### src/timer0_map.svh
`ifndef TIMER0_MAP_SVH
`define TIMER0_MAP_SVH

// register addresses on the plain register port
`define TIMER_COUNT_ADDR 8'h01
`define OPTION_CONFIG_ADDR 8'h10
`define PIN_DIRECTION_ADDR 8'h11
`define SCALER_COMMAND_ADDR 8'h12

// reset values
`define TIMER_COUNT_RESET 8'h00
`define OPTION_CONFIG_RESET 8'hFF
`define PIN_DIRECTION_RESET 4'hF
`define SCALER_RESET 8'h00
`define READ_IDLE 8'h00

// field positions
`define CMD_WDT_CLEAR_BIT 0
`define COUNT_PIN_DIR_BIT 2

// instruction cycles of increment suppression after a count write
`define WRITE_INHIBIT_CYCLES 2'h2
`define INHIBIT_NONE 2'h0
`define INHIBIT_STEP 2'h1

`endif

### src/timer0_pkg.sv
package timer0_pkg;

    // option register layout, msb first
    typedef struct packed {
        logic wake_disable;
        logic pullup_disable;
        logic count_source_select;
        logic source_edge_select;
        logic scaler_assignment;
        logic [2:0] scale_ratio;
    } option_t;

    // one request on the register port
    typedef struct packed {
        logic [7:0] addr;
        logic [7:0] wdata;
        logic wr;
        logic rd;
    } bus_req_t;

    // phases of one instruction cycle, one oscillator period each
    typedef enum logic [1:0] {
        PH_Q1,
        PH_Q2,
        PH_Q3,
        PH_Q4
    } phase_t;

endpackage : timer0_pkg

### src/timer0_with_shared_prescaler.sv
`timescale 1ns/10ps
`include "timer0_map.svh"

module timer0_with_shared_prescaler
    import timer0_pkg::*;
(
    input wire logic sys_clk,
    input wire logic nrst,
    input bus_req_t bus_req,
    output logic [7:0] bus_rdata,
    input wire logic external_count_pin,
    input wire logic pin_data,
    output logic count_pin_out,
    output logic count_pin_oe_n,
    output logic [3:0] pin_dir_eff,
    input wire logic wdt_base_tick,
    output logic wdt_scaled_tick,
    output logic wdt_clear
);

    // decoded write to one register address
    function automatic logic wr_hit(input bus_req_t req, input logic [7:0] addr);
        wr_hit = req.wr && (req.addr == addr);
    endfunction : wr_hit

    // decoded read of one register address
    function automatic logic rd_hit(input bus_req_t req, input logic [7:0] addr);
        rd_hit = req.rd && (req.addr == addr);
    endfunction : rd_hit

    phase_t phase_q;
    option_t option_q;
    logic [3:0] pin_direction_q;
    logic [7:0] timer_count_q;
    logic [7:0] scaler_q;
    logic [1:0] inhibit_q;
    logic pin_meta_q;
    logic pin_sync_q;
    logic src_prev_q;
    logic sample_q;
    logic inc_q;
    logic tap_prev_q;
    logic [7:0] rdata_q;
    logic pin_out_q;
    logic wdt_tick_q;
    logic wdt_clear_q;

    logic count_wr;
    logic option_wr;
    logic dir_wr;
    logic cmd_wr;
    logic wdt_clear_cmd;
    logic src_lvl;
    logic src_rise;
    logic scaler_tap;
    logic scaler_to_timer;
    logic sample_point;
    logic sample_lvl;
    logic scaler_clear;
    logic scaler_event;
    logic cycle_end;

    // register port decode
    assign count_wr = wr_hit(bus_req, `TIMER_COUNT_ADDR);
    assign option_wr = wr_hit(bus_req, `OPTION_CONFIG_ADDR);
    assign dir_wr = wr_hit(bus_req, `PIN_DIRECTION_ADDR);
    assign cmd_wr = wr_hit(bus_req, `SCALER_COMMAND_ADDR);
    assign wdt_clear_cmd = cmd_wr && bus_req.wdata[`CMD_WDT_CLEAR_BIT];

    // scaler ownership, one party only
    assign scaler_to_timer = !option_q.scaler_assignment;

    // phase sequencer: sys_clk is the oscillator, four phases per instruction
    always_ff @(posedge sys_clk)
    begin
        if (!nrst)
        begin
            phase_q <= PH_Q1;
        end
        else
        begin
            unique case (phase_q)
                PH_Q1: phase_q <= PH_Q2;
                PH_Q2: phase_q <= PH_Q3;
                PH_Q3: phase_q <= PH_Q4;
                PH_Q4: phase_q <= PH_Q1;
            endcase
        end
    end

    assign cycle_end = (phase_q == PH_Q4);
    assign sample_point = (phase_q == PH_Q2) || (phase_q == PH_Q4);

    // option register, write only
    always_ff @(posedge sys_clk)
    begin
        if (!nrst)
        begin
            option_q <= option_t'(`OPTION_CONFIG_RESET);
        end
        else if (option_wr)
        begin
            option_q <= option_t'(bus_req.wdata);
        end
    end

    // pin direction register, write only
    always_ff @(posedge sys_clk)
    begin
        if (!nrst)
        begin
            pin_direction_q <= `PIN_DIRECTION_RESET;
        end
        else if (dir_wr)
        begin
            pin_direction_q <= bus_req.wdata[3:0];
        end
    end

    // pin output latch from the port logic
    always_ff @(posedge sys_clk)
    begin
        if (!nrst)
        begin
            pin_out_q <= 1'b0;
        end
        else
        begin
            pin_out_q <= pin_data;
        end
    end

    // counter mode overrides the count pin direction to input
    always_comb
    begin
        pin_dir_eff = pin_direction_q;
        if (option_q.count_source_select)
        begin
            pin_dir_eff[`COUNT_PIN_DIR_BIT] = 1'b1;
        end
    end

    assign count_pin_oe_n = pin_dir_eff[`COUNT_PIN_DIR_BIT];
    assign count_pin_out = pin_out_q;

    // two flip-flop synchroniser on the count pin
    always_ff @(posedge sys_clk)
    begin
        if (!nrst)
        begin
            pin_meta_q <= 1'b0;
            pin_sync_q <= 1'b0;
        end
        else
        begin
            pin_meta_q <= external_count_pin;
            pin_sync_q <= pin_meta_q;
        end
    end

    // source level: instruction clock or pin with polarity flip
    always_comb
    begin
        if (option_q.count_source_select)
        begin
            src_lvl = pin_sync_q ^ option_q.source_edge_select;
        end
        else
        begin
            src_lvl = (phase_q == PH_Q3) || (phase_q == PH_Q4);
        end
    end

    // remember source level to find its counted edge
    always_ff @(posedge sys_clk)
    begin
        if (!nrst)
        begin
            src_prev_q <= 1'b1; // no false counted edge right after reset
        end
        else
        begin
            src_prev_q <= src_lvl;
        end
    end

    assign src_rise = src_lvl && !src_prev_q;

    // scaler clear and count events for whichever party owns it
    assign scaler_clear = (count_wr && scaler_to_timer)
        || (wdt_clear_cmd && !scaler_to_timer);
    assign scaler_event = scaler_to_timer ? src_rise : wdt_base_tick;

    // shared 8-bit scaler, no software path to its value
    always_ff @(posedge sys_clk)
    begin
        if (!nrst)
        begin
            scaler_q <= `SCALER_RESET;
        end
        else if (scaler_clear)
        begin
            scaler_q <= `SCALER_RESET;
        end
        else if (scaler_event)
        begin
            scaler_q <= scaler_q + 8'h01;
        end
    end

    // tap bit toggles every 2^ratio events, so output is symmetric
    assign scaler_tap = scaler_q[option_q.scale_ratio];

    // scaler output when owned by timer, raw source otherwise
    assign sample_lvl = scaler_to_timer ? scaler_tap : src_lvl;

    // sample in Q2 and Q4, flag a rising sample as one increment
    always_ff @(posedge sys_clk)
    begin
        if (!nrst)
        begin
            sample_q <= 1'b1; // no false increment right after reset
            inc_q <= 1'b0;
        end
        else
        begin
            inc_q <= 1'b0;
            if (sample_point)
            begin
                sample_q <= sample_lvl;
                inc_q <= sample_lvl && !sample_q;
            end
        end
    end

    // write inhibit counts down at instruction cycle ends
    always_ff @(posedge sys_clk)
    begin
        if (!nrst)
        begin
            inhibit_q <= `INHIBIT_NONE;
        end
        else if (count_wr)
        begin
            // the write's own cycle end must not use up one of the two held cycles
            inhibit_q <= cycle_end ? `WRITE_INHIBIT_CYCLES
                : (`WRITE_INHIBIT_CYCLES + `INHIBIT_STEP);
        end
        else if (cycle_end && (inhibit_q != `INHIBIT_NONE))
        begin
            inhibit_q <= inhibit_q - `INHIBIT_STEP;
        end
    end

    // timer count: software write wins over an increment
    always_ff @(posedge sys_clk)
    begin
        if (!nrst)
        begin
            timer_count_q <= `TIMER_COUNT_RESET;
        end
        else if (count_wr)
        begin
            timer_count_q <= bus_req.wdata;
        end
        else if (inc_q && (inhibit_q == `INHIBIT_NONE))
        begin
            timer_count_q <= timer_count_q + 8'h01;
        end
    end

    // watchdog side: scaled tick when owned, plain tick otherwise
    always_ff @(posedge sys_clk)
    begin
        if (!nrst)
        begin
            tap_prev_q <= 1'b0;
            wdt_tick_q <= 1'b0;
        end
        else
        begin
            tap_prev_q <= scaler_tap;
            if (scaler_to_timer)
            begin
                wdt_tick_q <= wdt_base_tick;
            end
            else
            begin
                wdt_tick_q <= scaler_tap && !tap_prev_q;
            end
        end
    end

    assign wdt_scaled_tick = wdt_tick_q;

    // watchdog clear pulse handed to the watchdog counter
    always_ff @(posedge sys_clk)
    begin
        if (!nrst)
        begin
            wdt_clear_q <= 1'b0;
        end
        else
        begin
            wdt_clear_q <= wdt_clear_cmd;
        end
    end

    assign wdt_clear = wdt_clear_q;

    // read data one cycle after the strobe; write-only registers read zero
    always_ff @(posedge sys_clk)
    begin
        if (!nrst)
        begin
            rdata_q <= `READ_IDLE;
        end
        else if (rd_hit(bus_req, `TIMER_COUNT_ADDR))
        begin
            rdata_q <= timer_count_q;
        end
        else
        begin
            rdata_q <= `READ_IDLE;
        end
    end

    assign bus_rdata = rdata_q;

endmodule : timer0_with_shared_prescaler

### config.mk
export PLATFORM = sky130hd
export DESIGN_NAME = timer0_with_shared_prescaler
export DESIGN_NICKNAME = d
export VERILOG_FILES = /design/src/timer0_pkg.sv /design/src/timer0_with_shared_prescaler.sv
export VERILOG_INCLUDE_DIRS = /design/src /design/src/src
export SDC_FILE = /design/constraint.sdc
export NUM_CORES = 1
export LEC_CHECK = 0
export ABC_AREA = 1
export BUFFER_PORTS_ARGS = -buffer_cell sky130_fd_sc_hd__buf_2
export CORE_UTILIZATION = 55
export DETAILED_ROUTE_END_ITERATION = 16
export PLACE_DENSITY = 0.81
export SLEW_MARGIN = 25
export SYNTH_ARGS = -nofsm -noshare
export SYNTH_HDL_FRONTEND = slang
export SYNTH_SLANG_ARGS = --single-unit
### constraint.sdc
create_clock -name sys_clk -period 2.7 [get_ports sys_clk]
set_clock_uncertainty 0.2 [all_clocks]
set_input_delay 0.81 -clock sys_clk [delete_from_list [all_inputs] [get_ports sys_clk]]
set_output_delay 0.81 -clock sys_clk [all_outputs]
set_load 0.01 [all_outputs]
; Word-level counts from Yosys, hierarchy flattened
; Cells that the tools add are included.
[op_classes]
n_lt_le_gt_ge = 1
reduce_logical = 28
add_sub_neg = 3
eq_ne = 7
n_mux = 13
bitwise_logic = 2
[op_table]
columns = op, count
row1 = 8-bit by 5-bit equality test with 1-bit output (second input constant), 3
row2 = 8-bit by 1-bit adder with 8-bit output (second input constant), 2
row3 = 8-bit 2-to-1 mux, 2
row4 = 1-bit logical AND, 13
row5 = 8-bit by 1-bit equality test with 1-bit output (second input constant), 1
row6 = 2-bit one-hot mux with 4 select lines, 1
row7 = 1-bit 2-to-1 mux, 7
row8 = 2-bit nonzero test, 3
row9 = 2-bit equality test (second input constant), 2
row10 = 1-bit logical NOT, 4
row11 = 2-bit logical NOT, 2
row12 = 3-bit by 4-bit less-than comparator with 1-bit output (second input constant), 1
row13 = 2-bit 2-to-1 mux, 2
row14 = 2-bit AND reduction, 2
row15 = 1-bit binary-select mux with 3-bit select, 1
row16 = 1-bit logical OR, 3
row17 = 2-bit by 1-bit equality test with 1-bit output (second input constant), 1
row18 = 2-bit OR reduction, 1
row19 = 2-bit by 1-bit subtractor with 2-bit output (second input constant), 1
row20 = 1-bit inverter, 1
row21 = 1-bit XOR, 1
[totals]
ff_bits = 47
inputBits = 23

; Longest topological paths before layout
[depth]
word_depth = 6
depth_mapped = 9
ltp_nobuf = 8

; Worst setup path after synthesis
; Ideal clock, no wire load.
[synth_path]
kind = input to register
from = input port bus_req[13] in the netlist's numbering
to = register option_q[3] in the netlist's numbering
cell_stages = 6
path_slack_ns = 0.828
setup_time_ns = 0.127
required_time_ns = 2.373
t_arrival_ns = 1.545
cell_sequence = nor2_4 > nor3b_2 > nand3_2 > buf_6 > nand2_1 > o211ai_2
[synth_via]
elab_chain_cells = 2
[synth_rtl]
columns = element, line_no
row1 = start: declaration, timer0_with_shared_prescaler.sv:9  ; input bus_req_t bus_req,
row2 = 8-bit by 5-bit equality test with 1-bit output, timer0_with_shared_prescaler.sv:23  ; wr_hit = req.wr && (req.addr == addr);
row3 = 1-bit logical AND, timer0_with_shared_prescaler.sv:23
row4 = end signal: assignment, timer0_with_shared_prescaler.sv:99  ; option_q <= option_t'(`OPTION_CONFIG_RESET);
row5 = end signal: assignment, timer0_with_shared_prescaler.sv:103  ; option_q <= option_t'(bus_req.wdata);
row6 = end: declaration, timer0_with_shared_prescaler.sv:32  ; option_t option_q;
; Every way passes these cells.
; A chain may end at the register's enable or synchronous reset.

; Final worst setup path
[layout_path]
from = register option_q[5] in the netlist's numbering
to = output port pin_dir_eff[2]
[layout_via]
elab_chain_cells = 1
[layout_rtl]
columns = element, line_no
row1 = 1-bit 2-to-1 mux, timer0_with_shared_prescaler.sv:137  ; if (option_q.count_source_select)
row2 = end: declaration, timer0_with_shared_prescaler.sv:15  ; output logic [3:0] pin_dir_eff,
; Every way passes these cells.

==> flow_summary.yaml <==
critical_path:
  start_kind: "register"
  crit_required_ns: 1.69
  crit_path_end_kind: "output pin"
  crit_type: "reg2out"
  cp_max_fo: 5
  crit_arrival_ns: 1.13
synth:
  syn_nets: 340
  ys_top_cells_by_area: "dfxtp_1, nand2_1, inv_1"
  synth_area_um2: 2350
  yosysTopAreaCellShare: 0.400
  syn_inst: 310
  synth_area_per_cell_um2: 7.58
  ys_seq_elements: 47
  synth_top_area_cell: "dfxtp_1"
  yosysUniqueCellTypes: 35
  ys_warn_count: 0
  yosysSeqAreaShare: 0.400
power:
  power.switching_mw: 0.348
  sw_frac_of_total: 0.267
  clkPwrFrac: 0.324
  ir_drop_v: 0.000276
  p_leak_nw: 1.23
  seqPwrFrac: 0.562
  totalPowerFinal_mw: 1.30
  p_int_mw: 0.954
  comb_power_share: 0.113
  pwr_density_cell_nw_per_um2: 496
sta:
  finalWorstSetupSlack_ns: 0.562
  rsz0062_at_grt: "no"
  finalCritPeriodShare: 0.792
  setup_violations: 0
  worst_pin_slew_ns: 0.378
  fin_tns_setup_ns: 0
  fmax_ghz: 0.468
  fin_crit_ns: 2.14
  drv_slew: 0
  hold_viol: 0
  fin_hold_ws_ns: 0.224
  maxSlewHeadroom: 0.747
route:
  wl_per_cell_um: 11.6
  drt_pass1_iterations: 4
  antenna_left: 0
  via_count: 2034
  vias_per_cell: 5.12
  wirelength_um: 4600
  drt_iter0_drc: 195
  drc_errors: 0
layout:
  synthToLayoutAreaGrowth_pct: 11.7
  finalNetCount: 376
  drive_gt1_frac: 0.222
  layout_commonest_cell: "nand2_1"
  final_area_um2: 2630
  antenna_cells: 0
  final_cell_mix: "nand2_1, dfxtp_1, inv_1"
worst_hold_path:
  hold_class: "reg2reg"
clock_tree:
  post_cts_buffers: 0
  cts_tree: "built"
  cts_buffer_depth: 2
  hold_buffers: 0
  cts_resized: 0
  cts.sinks: 47
  cts_made_buffers: 5
  clk_latency_ns: 0.31
  htree_levels: 2
  cts_root_buf: "clkbuf_8"
  path_clk_slew_ns: 0.09
global_routing:
  use_met2: 0.393
  grt_overflow: 0
  gr-usage-met1: 0.271
  antenna_found_initial: 0
  grt_usage: 0.229
  grt_pass1_wl_um: 7680
  grt-busiest-layer: "met2"
  grt_pass1_vias: 1780
  grt_use_met3: 0.0557
  grt_max_degree: 25
placed_design:
  dpl_cell_area_um2: 2540
  place_worst_setup_slack_ns: 0.494
  place_congestion: 0.836
  io_buffers: 38
  hpwl_um: 3400
floorplanning:
  ios: 39
  start_util: 0.579
  dieArea_um2: 4540
  rows: 23
  fp.dieH_um: 67.4
  die_w_um: 67.4
  coreArea_um2: 4060
outcome:
  status: "finished, final reports clean"
run:
  drv_cap: 0
logic make-up after synthesis:
kind of cell | after synthesis | share of synthesized area
adder cells (fa/ha/maj) | 7 | 0.0373
flip-flops | 47 | 0.400
AO/OA/AOI/OAI | 42 | 0.117
AND/OR/NAND/NOR | 148 | 0.307
XOR/XNOR | 9 | 0.0335
buffers and inverters | 57 | 0.105
final timing paths:
| path | start | endpoint | slack [ns] | cells after the start |
|---|---|---|---|---|
| min reg2reg | pin_meta_q | pin_sync_q | 0.22 | 2 |
| max | option_q[5] | pin_dir_eff[2] | 0.56 | 2 |
| max reg2reg | phase_q[0] | scaler_q[1] | 1.06 | 7 |
| min | pin_meta_q | pin_sync_q | 0.22 | 2 |
per-layer routing:
metal	routed length [um]	up-vias
li1	-	1052
met4	87	0
met1	2000	918
met3	268	8
met5	0	-
met2	2240	56
through the flow:
stage | cells | utilization
2_1_floorplan | 310 | -
3_3_place_gp | 389 | 0.626
3_5_place_dp | 389 | 0.626
4_1_cts | 397 | 0.647
5_1_grt | 397 | 0.647
6_report | 397 | 0.647
cell type report:
| cell class | instances | area (um^2) |
|---|---|---|
| fill | 370 | 1430 |
| inverter | 47 | 176 |
| timing repair buffer | 39 | 198 |
| clock buffer | 6 | 72.6 |
| clock inverter | 2 | 12.5 |
| sequential | 47 | 941 |
| multi-input combinational | 206 | 1160 |
| tap | 50 | 62.6 |
state kept, by name, indices dropped and copies added (netlist names), 2 cells and up:
name / flops
bus_rdata: 8
scaler_q: 8
phase_q: 2
option_q: 6
inhibit_q: 2
pin_direction_q: 4
timer_count_q: 8
synth_stat cells:
| library cell | instances |
|---|---|
| nand2_4 | 1 |
| nor3_1 | 1 |
| inv_1 | 44 |
| clkinv_1 | 1 |
| buf_4 | 4 |
| nand3_1 | 22 |
| nor3b_1 | 1 |
| nand2_1 | 67 |
| nand3_2 | 6 |
| a21oi_1 | 16 |
| o21ai_0 | 11 |
| o21ai_1 | 1 |
| o211ai_2 | 5 |
| buf_2 | 3 |
| o211ai_1 | 6 |
| nor2_1 | 29 |
| buf_6 | 2 |
| o21a_1 | 1 |
| nand4_2 | 1 |
| nand3b_1 | 2 |
| xor2_1 | 6 |
| nand2_2 | 4 |
| nor2_4 | 2 |
| o21bai_2 | 1 |
| inv_2 | 2 |
| nand4_1 | 4 |
| nor3b_2 | 1 |
| or2_2 | 3 |
| ha_1 | 7 |
| nor2_2 | 3 |
| dfxtp_1 | 47 |
| nor3_4 | 1 |
| clkbuf_1 | 1 |
| xnor2_1 | 3 |
| a21oi_2 | 1 |
power groups by stage:
| stage | Sequential [mW] | Combinational (mW) | Clock, mW |
|---|---|---|---|
| 6_report | 0.732 | 0.148 | 0.422 |
| 5_1_grt | 0.736 | 0.169 | 0.458 |
| 4_1_cts | 0.732 | 0.149 | 0.432 |
| 3_5_place_dp | 0.748 | 0.147 | 0 |
| 3_3_place_gp | 0.746 | 0.140 | 0 |
| 2_1_floorplan | 0.744 | 0.101 | 0 |
worst max-delay path: stages, from the launching register on:
cell	delay, ns
dfxtp_1	0.37
or2_2	0.30
buf_2	0.15
Power figures use the tool's default switching activity.
